**src/rtl/dma_pkg.sv**
```systemverilog
package dma_pkg;
  // ==========================================================================
  // register map: byte offsets within a channel window, then global registers at 8'h80 and up
  localparam logic [7:0] CH_CTRL   = 8'h00; // channel_control_register
  localparam logic [7:0] CH_TRIG   = 8'h04;
  localparam logic [7:0] CH_SRC    = 8'h08;
  localparam logic [7:0] CH_DST    = 8'h0c;
  localparam logic [7:0] CH_CNT    = 8'h10; // transaction_count_register
  localparam logic [7:0] CH_STRIDE = 8'h20; // bytes per channel window
  localparam logic [7:0] G_LOWER   = 8'h80; // lower_address_limit
  localparam logic [7:0] G_UPPER   = 8'h84; // upper_address_limit
  localparam logic [7:0] G_STATUS  = 8'h88;
  localparam logic [7:0] G_MASK    = 8'h8c;
  // ==========================================================================
  // control fields
  localparam int F_EN = 0;
  localparam int F_SIZE = 1;
  localparam int F_MODE = 2; // two bits
  localparam int F_RELOAD = 4;
  localparam int F_SAM = 5; // two bits: 0 fixed,1 inc,2 dec
  localparam int F_DAM = 7;
  localparam int F_SIND = 9;
  localparam int F_DIND = 10;
  localparam logic [15:0] CTRL_RESET = 16'h0002; // word size
  localparam logic [15:0] SFR_TOP = 16'h07ff;
  localparam logic [15:0] RAM_BASE = 16'h0800;
  localparam int N_TRIG = 63;
  typedef enum logic [1:0] {M_ONESHOT=2'h0, M_CONT=2'h1, M_REP_ONE=2'h2, M_REP_CONT=2'h3} mode_t;
  typedef enum logic [1:0] {S_IDLE=2'b00, S_READ=2'b01, S_WRITE=2'b11, S_STEP=2'b10} xfer_state_t;
  typedef struct packed {
    logic        req;
    logic        we;
    logic [15:0] addr;
    logic [1:0]  be;
    logic [15:0] wdata;
  } ds_req_t;
endpackage

```
**src/rtl/dma_ctrl.sv**
```systemverilog
`timescale 1ns/1ps
`default_nettype none
module dma_ctrl #(
  parameter int NCH = 4
) (
  input  wire logic                 i_mclk,
  input  wire logic                 i_rst_n,
  input  wire logic [7:0]           avs_address,
  input  wire logic                 avs_read,
  input  wire logic                 avs_write,
  input  wire logic [31:0]          avs_writedata,
  output logic      [31:0]          avs_readdata,
  output logic                      avs_waitrequest,
  input  wire logic [dma_pkg::N_TRIG-1:0] i_trig,
  input  wire logic [15:0]          i_adc_offset,
  output dma_pkg::ds_req_t          o_ds,
  input  wire logic                 i_ds_ack,
  input  wire logic [15:0]          i_ds_rdata,
  output logic                      o_irq
);
  import dma_pkg::*;
  localparam int CW = $clog2(NCH);
  initial begin
    if (NCH < 2 || NCH > 8) $error("channel count must be 2..8");
  end
  // ==========================================================================
  // per-channel configuration
  logic [15:0] ctrl_q [NCH];
  logic [5:0]  tsel_q [NCH];
  logic [15:0] cnt_q  [NCH];
  logic [15:0] rem_q  [NCH];
  logic [15:0] src_q  [NCH];
  logic [15:0] dst_q  [NCH];
  logic [15:0] lower_q, upper_q;
  logic [2*NCH-1:0] stat_q, mask_q; // low half done, high half limit error
  logic [NCH-1:0] pend_q, busy_q;
  logic [CW-1:0]  cur_q;
  xfer_state_t    st_q;
  logic [15:0]    data_q, sa_q, da_q;
  logic           rd_pend_q;
  logic [1:0]     acc_q;
  logic [N_TRIG-1:0] trig_m_q, trig_s_q, trig_prev_q;
  logic [15:0]    off_m_q, off_s_q;
  // the converter offset comes from its own logic, synchronised anyway
  always_ff @(posedge i_mclk) begin
    trig_m_q <= i_trig;
    trig_s_q <= trig_m_q;
    trig_prev_q <= trig_s_q;
    off_m_q <= i_adc_offset;
    off_s_q <= off_m_q;
  end
  // ==========================================================================
  // base addresses live in the small memory; shadow copies drive the stepping
  logic         ram_we;
  logic [3:0]   ram_wa, ram_ra;
  logic [15:0]  ram_wd, ram_rd;
  dma_regram #(.DEPTH(16), .AW(4)) u_base (
    .i_mclk  (i_mclk),
    .i_we    (ram_we),
    .i_waddr (ram_wa),
    .i_wdata (ram_wd),
    .i_raddr (ram_ra),
    .o_rdata (ram_rd)
  );

  function automatic logic [7:0] reg_sel(input logic [7:0] a);
    reg_sel = a & 8'h1c;
  endfunction
  function automatic logic [CW-1:0] ch_of(input logic [7:0] a);
    ch_of = CW'(a[7:5]);
  endfunction
  function automatic logic [15:0] step(input logic [15:0] a, input logic [1:0] m,
                                       input logic byte_sz);
    logic [15:0] d;
    d = byte_sz ? 16'h0001 : 16'h0002;
    if (m == 2'h1) step = a + d;
    else if (m == 2'h2) step = a - d;
    else step = a;
  endfunction

  // ==========================================================================
  // bus slave: two wait cycles on every access, the second covers the memory's registered read
  logic is_ch, is_wr;
  assign is_ch = avs_address < G_LOWER && ch_of(avs_address) < NCH;
  assign is_wr = avs_write && !avs_waitrequest;
  // base writes land only at the edge that ends the wait, like every other register
  assign ram_we = is_wr && is_ch && (reg_sel(avs_address) == CH_SRC
                  || reg_sel(avs_address) == CH_DST);
  assign ram_wa = {2'(ch_of(avs_address)), reg_sel(avs_address) == CH_DST, 1'b0};
  assign ram_wd = avs_writedata[15:0];
  assign ram_ra = ram_wa;

  always_ff @(posedge i_mclk) begin
    if (!i_rst_n) begin
      acc_q <= 2'h0;
      avs_waitrequest <= 1'b1;
    end else if ((avs_read || avs_write) && acc_q == 2'h0) begin
      acc_q <= 2'h1;
    end else if (acc_q == 2'h1) begin
      acc_q <= 2'h2;
      avs_waitrequest <= 1'b0;
    end else begin
      acc_q <= 2'h0;
      avs_waitrequest <= 1'b1;
    end
  end

  // read mux
  always_ff @(posedge i_mclk) begin
    if (!i_rst_n) begin
      avs_readdata <= 32'h0;
    end else if (acc_q == 2'h1) begin
      if (is_ch && reg_sel(avs_address) == CH_CTRL) begin
        avs_readdata <= {15'h0, busy_q[ch_of(avs_address)], ctrl_q[ch_of(avs_address)]};
      end else if (is_ch && reg_sel(avs_address) == CH_TRIG) begin
        avs_readdata <= {26'h0, tsel_q[ch_of(avs_address)]};
      end else if (is_ch && (reg_sel(avs_address) == CH_SRC
                   || reg_sel(avs_address) == CH_DST)) begin
        avs_readdata <= {16'h0, ram_rd};
      end else if (is_ch && reg_sel(avs_address) == CH_CNT) begin
        avs_readdata <= {rem_q[ch_of(avs_address)], cnt_q[ch_of(avs_address)]};
      end else if (avs_address == G_LOWER) begin
        avs_readdata <= {16'h0, lower_q};
      end else if (avs_address == G_UPPER) begin
        avs_readdata <= {16'h0, upper_q};
      end else if (avs_address == G_STATUS) begin
        avs_readdata <= 32'(stat_q);
      end else if (avs_address == G_MASK) begin
        avs_readdata <= 32'(mask_q);
      end else begin
        avs_readdata <= 32'h0; // unmapped reads zero
      end
    end
  end

  // ==========================================================================
  // configuration writes; every channel owns its own control, trigger and count, while limits and mask are shared
  always_ff @(posedge i_mclk) begin
    if (!i_rst_n) begin
      for (int c = 0; c < NCH; c++) begin
        ctrl_q[c] <= CTRL_RESET;
        tsel_q[c] <= 6'h0;
        cnt_q[c]  <= 16'h0;
      end
      lower_q <= RAM_BASE;
      upper_q <= 16'hffff;
      mask_q  <= '0;
    end else if (is_wr) begin
      if (is_ch && reg_sel(avs_address) == CH_CTRL) begin
        ctrl_q[ch_of(avs_address)] <= avs_writedata[15:0];
      end else if (is_ch && reg_sel(avs_address) == CH_TRIG) begin
        tsel_q[ch_of(avs_address)] <= avs_writedata[5:0];
      end else if (is_ch && reg_sel(avs_address) == CH_CNT) begin
        cnt_q[ch_of(avs_address)] <= avs_writedata[15:0];
      end else if (avs_address == G_LOWER) begin
        lower_q <= avs_writedata[15:0];
      end else if (avs_address == G_UPPER) begin
        upper_q <= avs_writedata[15:0];
      end else if (avs_address == G_MASK) begin
        mask_q <= avs_writedata[2*NCH-1:0];
      end
    end
  end

  // ==========================================================================
  // trigger edge detect; index 0 is the highest-priority source, so the
  // table is reversed: trigger number n is source N_TRIG-1-n
  logic [NCH-1:0] hit;
  logic [NCH-1:0] done_ev;
  generate
    for (genvar c = 0; c < NCH; c++) begin : g_trig
      logic [5:0] idx;
      assign idx = 6'(N_TRIG - 1) - tsel_q[c];
      // selected source fires, or a completion on any channel, its own included, chains it
      assign hit[c] = ctrl_q[c][F_EN] && ((idx < 6'(N_TRIG) && trig_s_q[idx]
                      && !trig_prev_q[idx]) || (tsel_q[c] == 6'h3f && |done_ev));
    end
  endgenerate

  // arbitration: lowest numbered pending channel wins
  logic [CW-1:0] win;
  logic          any_pend;
  always_comb begin
    win = '0;
    any_pend = 1'b0;
    for (int c = NCH - 1; c >= 0; c--) begin
      if (pend_q[c] && ctrl_q[c][F_EN]) begin
        win = CW'(c);
        any_pend = 1'b1;
      end
    end
  end

  // ==========================================================================
  // transfer engine
  logic in_lim_s, in_lim_d, last, cur_cont, lim_err;
  logic [15:0] ea_s, ea_d;
  mode_t cur_mode;
  assign cur_mode = mode_t'(ctrl_q[cur_q][F_MODE+:2]);
  assign cur_cont = cur_mode == M_CONT || cur_mode == M_REP_CONT;
  // base plus converter offset in indirect mode
  assign ea_s = ctrl_q[cur_q][F_SIND] ? sa_q + off_s_q : sa_q;
  assign ea_d = ctrl_q[cur_q][F_DIND] ? da_q + off_s_q : da_q;
  // register region is never limited; RAM must sit inside the window
  assign in_lim_s = ea_s <= SFR_TOP || (ea_s >= lower_q && ea_s <= upper_q);
  assign in_lim_d = ea_d <= SFR_TOP || (ea_d >= lower_q && ea_d <= upper_q);
  assign lim_err  = st_q == S_READ && !rd_pend_q && !(in_lim_s && in_lim_d);
  assign last = !cur_cont || rem_q[cur_q] <= 16'h1;

  always_ff @(posedge i_mclk) begin
    if (!i_rst_n) begin
      st_q <= S_IDLE;
      cur_q <= '0;
      o_ds <= '0;
      rd_pend_q <= 1'b0;
      data_q <= 16'h0;
      sa_q <= 16'h0;
      da_q <= 16'h0;
    end else begin
      case (st_q)
        S_IDLE: begin
          if (any_pend) begin
            cur_q <= win;
            sa_q <= src_q[win];
            da_q <= dst_q[win];
            st_q <= S_READ;
          end
        end
        S_READ: begin
          if (lim_err) begin
            st_q <= S_IDLE; // aborted
          end else if (!rd_pend_q) begin
            o_ds <= '{req: 1'b1, we: 1'b0, addr: ea_s, be: 2'b11, wdata: 16'h0};
            rd_pend_q <= 1'b1;
          end else if (i_ds_ack) begin
            o_ds.req <= 1'b0;
            rd_pend_q <= 1'b0;
            // byte lane picked by address bit 0
            if (!ctrl_q[cur_q][F_SIZE]) begin
              data_q <= {8'h0, ea_s[0] ? i_ds_rdata[15:8] : i_ds_rdata[7:0]};
            end else begin
              data_q <= i_ds_rdata;
            end
            st_q <= S_WRITE;
          end
        end
        S_WRITE: begin
          if (!o_ds.req) begin
            o_ds.req <= 1'b1;
            o_ds.we <= 1'b1;
            o_ds.addr <= ea_d;
            o_ds.be <= ctrl_q[cur_q][F_SIZE] ? 2'b11 : (ea_d[0] ? 2'b10 : 2'b01);
            o_ds.wdata <= ctrl_q[cur_q][F_SIZE] ? data_q : {data_q[7:0], data_q[7:0]};
          end else if (i_ds_ack) begin
            o_ds <= '0;
            st_q <= S_STEP;
          end
        end
        default: begin
          // block sides step, fixed sides hold
          sa_q <= step(sa_q, ctrl_q[cur_q][F_SAM+:2], !ctrl_q[cur_q][F_SIZE]);
          da_q <= step(da_q, ctrl_q[cur_q][F_DAM+:2], !ctrl_q[cur_q][F_SIZE]);
          // continuous series runs on back to back while enabled
          st_q <= (cur_cont && !last && ctrl_q[cur_q][F_EN]) ? S_READ : S_IDLE;
        end
      endcase
    end
  end

  // ==========================================================================
  // per-channel state: pending, busy, remaining count, working addresses
  logic step_now;
  assign step_now = st_q == S_STEP;
  always_ff @(posedge i_mclk) begin
    if (!i_rst_n) begin
      pend_q <= '0;
      busy_q <= '0;
      done_ev <= '0;
      for (int c = 0; c < NCH; c++) begin
        rem_q[c] <= 16'h0;
        src_q[c] <= 16'h0;
        dst_q[c] <= 16'h0;
      end
    end else begin
      done_ev <= '0;
      for (int c = 0; c < NCH; c++) begin
        // disabled channel drops triggers and pending work
        if (!ctrl_q[c][F_EN]) begin
          pend_q[c] <= 1'b0;
          busy_q[c] <= 1'b0;
        end else if (hit[c] && !busy_q[c]) begin
          pend_q[c] <= 1'b1;
          busy_q[c] <= 1'b1;
          if (rem_q[c] == 16'h0) rem_q[c] <= cnt_q[c];
        end
        if (ram_we && ch_of(avs_address) == CW'(c)) begin
          if (reg_sel(avs_address) == CH_SRC) src_q[c] <= ram_wd;
          else dst_q[c] <= ram_wd;
        end
      end
      if (st_q == S_IDLE && any_pend) pend_q[win] <= 1'b0;
      if (lim_err) begin
        busy_q[cur_q] <= 1'b0;
        rem_q[cur_q] <= 16'h0;
      end else if (step_now) begin
        rem_q[cur_q] <= rem_q[cur_q] - 16'h1;
        if (last || !ctrl_q[cur_q][F_EN]) begin
          busy_q[cur_q] <= 1'b0; // one trigger, one series
          done_ev[cur_q] <= last;
          rem_q[cur_q] <= 16'h0;
          // reload of base addresses: optional, forced in repeated modes
          if (!(ctrl_q[cur_q][F_RELOAD] || cur_mode == M_REP_ONE
                || cur_mode == M_REP_CONT)) begin
            src_q[cur_q] <= step(sa_q, ctrl_q[cur_q][F_SAM+:2], !ctrl_q[cur_q][F_SIZE]);
            dst_q[cur_q] <= step(da_q, ctrl_q[cur_q][F_DAM+:2], !ctrl_q[cur_q][F_SIZE]);
          end
        end
      end
    end
  end

  // ==========================================================================
  // enable stays set after a block in every mode, one-shot or repeated; only a bus write clears it
  // sticky status, set wins over write-one clear
  logic [2*NCH-1:0] ev, stat_d;
  always_comb begin
    ev = '0;
    ev[NCH-1:0] = done_ev;
    if (lim_err) ev[NCH + int'(cur_q)] = 1'b1;
    stat_d = stat_q | ev;
    if (is_wr && avs_address == G_STATUS) stat_d = (stat_q & ~avs_writedata[2*NCH-1:0]) | ev;
  end
  // irq follows the next status, so a clear drops it at the same edge
  always_ff @(posedge i_mclk) begin
    if (!i_rst_n) begin
      stat_q <= '0;
      o_irq <= 1'b0;
    end else begin
      stat_q <= stat_d;
      o_irq <= |(stat_d & mask_q);
    end
  end
endmodule // dma_ctrl
`default_nettype wire

```
**src/rtl/dma_regram.sv**
```systemverilog
`timescale 1ns/1ps
`default_nettype none
// small register-file memory, registered read data
module dma_regram #(
  parameter int DEPTH = 16,
  parameter int AW    = 4
) (
  input  wire logic          i_mclk,
  input  wire logic          i_we,
  input  wire logic [AW-1:0] i_waddr,
  input  wire logic [15:0]   i_wdata,
  input  wire logic [AW-1:0] i_raddr,
  output logic      [15:0]   o_rdata
);
  logic [15:0] mem [DEPTH];
  initial begin
    if (DEPTH > (1 << AW)) $error("depth exceeds address range");
  end
  // ==========================================================================
  // write port and registered read
  always_ff @(posedge i_mclk) begin
    if (i_we) begin
      mem[i_waddr] <= i_wdata;
    end
    o_rdata <= mem[i_raddr];
  end
endmodule // dma_regram
`default_nettype wire

```
**config.mk**
```make
export PLATFORM = sky130hd
export DESIGN_NAME = dma_ctrl
export DESIGN_NICKNAME = d
export VERILOG_FILES = /design/src/rtl/dma_pkg.sv /design/src/rtl/dma_ctrl.sv /design/src/rtl/dma_regram.sv
export SDC_FILE = /design/constraint.sdc
export NUM_CORES = 2
export LEC_CHECK = 0
export BUFFER_PORTS_ARGS = -buffer_cell sky130_fd_sc_hd__buf_4
export CORE_UTILIZATION = 45
export CTS_CLUSTER_DIAMETER = 50
export DETAILED_ROUTE_END_ITERATION = 10
export GPL_TIMING_DRIVEN = 0
export HOLD_SLACK_MARGIN = 0.02
export PLACE_DENSITY = 0.63
export SKIP_LAST_GASP = 1
export SLEW_MARGIN = 15
export SYNTH_ARGS = -nofsm -noshare
export SYNTH_HDL_FRONTEND = slang
export SYNTH_SLANG_ARGS = --single-unit
```
**constraint.sdc**
```tcl
create_clock -name i_mclk -period 5.3 [get_ports i_mclk]
set_input_delay 1.06 -clock i_mclk [delete_from_list [all_inputs] [get_ports i_mclk]]
set_output_delay 1.06 -clock i_mclk [all_outputs]
set_load 0.05 [all_outputs]
```
==> reports/results.ini <==
[clock_tree]
hold_buffers = 0
tritoncts = yes
htreeDepth = 3
cts_made_buffers = 109
root_buffer = clkbuf_16
cts.sinks = 896
insertion_delay_ps = 710
clkTransAtPathRegs_ps = 60
clockBufferDepth = 3

[timing]
max_freq_mhz = 191
setup_viol = 0
fin_skew_ps = 37.7
hold_viol = 0
period_share = 0.985
min_period_ps = 5220
drv_slew = 0
worst_slew_pin_slew_ps = 1370
whs_ps = 322
slew_headroom = 0.0809
tns_ps = 0

[drt]
wl_met2_um = 63400
vias_per_cell = 6.16
drt_iter0_markers = 4354
drc = 0
wl_um = 145000
drt.antenna.violating_nets = 0
wl_met1_um = 56900
dr.max_layer_used = met5
avgRoutedWirePerCell_um = 26.9
vias = 33200
dr_wl_met3_um = 16400
dr.pass1.iters = 7

[placed_design]
numPortBuffers = 188
dpl-instance-area_um2 = 45500
dp_hpwl_um = 108000
gp_congestion = 1.00

[yosys]
synthSimpleGateAreaFrac = 0.123
synth_top_family_by_area = compound AO/OA/AOI/OAI gates
synthesis.area_um2 = 42200
synth.distinct_cells = 96
synth_compound_area_frac = 0.128
seq_area_frac_synth = 0.538
yosys_register_bits = 896
syn_area_per_cell_um2 = 11.5
syn_nets = 3937
synth-async-reset-ratio = 0
synthFlopType = edfxtp_1
synthAdderAreaFrac = 0.0361
synth-edff-count = 472
synth_mux_area_frac = 0.119
syn_inst = 3679
synth_xor_area_frac = 0.0168
yosys_warnings = 0

[outcome]
status = finished, final reports clean

[setup_path]
cp-end-kind = flip-flop
crit_fanout = 10
start_kind = flip-flop
arrival_ps = 5620
required_ps = 5700
critical_path_class = reg -> reg

[power_and_ir_drop]
cellPowerDensity_nw_per_um2 = 342
power_mw = 17.1
power.leakage_nw = 18.6
ir_worst_vdd_uv = 298

[cells_and_area]
final_cell_area_um2 = 50100
finish.utilization = 0.543
area_growth_pct = 18.8
drive_gt1_frac = 0.198
nets = 4304
multiInputGateArea_um2 = 18300
regArea_um2 = 22700
fillers = 7980

[die]
start_util = 0.457
die_w_um = 308
die-area_um2 = 94900
ios = 210
core_um2 = 92200
num_rows = 111
die_h_um = 308

[flow_run]
maxCapViolCount = 0

[grt]
overflow = 0
grt_pass1_wl_um = 211000
grt_max_degree = 17
antenna_found_initial = 3
grt_pass1_vias = 32000
grt_use_total = 0.302

[worst_hold_path]
min_path_type = reg -> reg

## state kept, by name, indices dropped and copies added (netlist names), 24 cells and up, named ones only
register / count
avs_readdata: 32
cnt_q: 64
ctrl_q: 64
dst_q: 64
o_ds: 36
rem_q: 64
src_q: 64
trig_m_q: 63
trig_prev_q: 63
trig_s_q: 63
tsel_q: 24
u_base.mem: 128
## kinds of logic (layout without fill, tap and decap cells)
family	after synthesis	count (layout)
flip-flops	896	896
other	0	1
XOR/XNOR	79	79
AND/OR/NAND/NOR	1072	1072
adder cells (fa/ha/maj)	118	118
buffers and inverters	419	878
multiplexers	283	284
AO/OA/AOI/OAI	812	812
## critical path, stage by stage (launching register included)
cell and delay (ps):
dfxtp_2 480, buf_8 240, buf_12 200, buf_4 300, mux4_2 470, inv_1 100, ha_1 240, nor2_1 100
nor2_1 90, nand3_1 80, o21ai_1 480, o21ai_2 330, a2111oi_2 450, nand2_1 200, clkbuf_1 320, o311ai_2 330
buf_4 280, buf_4 180
## per-stage QoR
| step | setup WS [ps] | cells |
|---|---|---|
| after floorplan | 194 | 3679 |
| after global placement | -2320 | 5110 |
| after detailed placement | -1290 | 5141 |
| after CTS | -199 | 5352 |
| after global routing | -8.15 | 5382 |
| final | 77.0 | 5383 |
## cell usage in the layout (no fill, tap or decap), types with 38 or more instances in the layout
master | netlist | routed
buf_4 | 6 | 247
ha_1 | 112 | 109
o21ai_0 | 213 | 188
clkbuf_16 | 0 | 115
o22ai_1 | 79 | 78
and3_1 | 56 | 56
nand3_1 | 194 | 192
mux4_2 | 169 | 169
clkbuf_1 | 203 | 211
dfxtp_1 | 424 | 412
nor2_1 | 269 | 265
nand2b_1 | 64 | 64
nor2b_1 | 39 | 38
edfxtp_1 | 472 | 472
mux2i_1 | 81 | 78
nand2_1 | 258 | 257
inv_1 | 157 | 154
a21oi_1 | 182 | 171
## path summary, 6_finish.rpt
check	startpoint	end	slack, ps	depth (start not counted)
setup / recovery	flip-flop	dst_q[2][0]	80	17
hold / removal	trig_m_q[23]	trig_s_q[23]	320	0
setup reg to reg	flip-flop	dst_q[2][0]	80	17
hold reg to reg	trig_m_q[23]	trig_s_q[23]	320	0
## layout make-up
cell class                 instances  area share
antenna                            1   0.0000500
timing repair buffer             258      0.0407
sequential                       896       0.453
tap                             1243      0.0310
clock inverter                    62      0.0131
clock buffer                     142      0.0621
multi-input combinational       2365       0.366
inverter                         160      0.0121
buffer                           256      0.0219
## timing repair
action                                 in CTS  in global routing
resized for setup                          65                 68
gates cloned                                0                  1
endpoints found under the hold margin       0                  0
pin swaps                                   2                 27
setup endpoints to repair                 461                222
buffers inserted                            8                 31
## synth_stat cells (56+ instances only)
cell / number / area (um2)
edfxtp_1: 472 / 14200
dfxtp_1: 424 / 8490
nor2_1: 269 / 1010
nand2_1: 258 / 968
o21ai_0: 213 / 1070
clkbuf_1: 203 / 762
nand3_1: 194 / 971
a21oi_1: 182 / 911
mux4_2: 169 / 3810
inv_1: 157 / 589
ha_1: 112 / 1400
mux2i_1: 81 / 811
o22ai_1: 79 / 494
nand2b_1: 64 / 400
and3_1: 56 / 350
## report_power, final
group / switching [mW] / leakage (nW) / internal (mW) / total (mW)
Combinational: 1.20 / 8.58 / 0.670 / 1.87
Sequential: 0.139 / 8.21 / 7.52 / 7.66
Clock: 3.13 / 1.84 / 4.49 / 7.62
Total: 4.47 / 18.6 / 12.7 / 17.1
## layer usage
metal	global-route usage	vias up
met3	0.0726	383
met2	0.458	2034
met1	0.403	16100
li1	-	14600
met5	0	-
met4	0.154	4
Power figures use the tool's default switching activity.
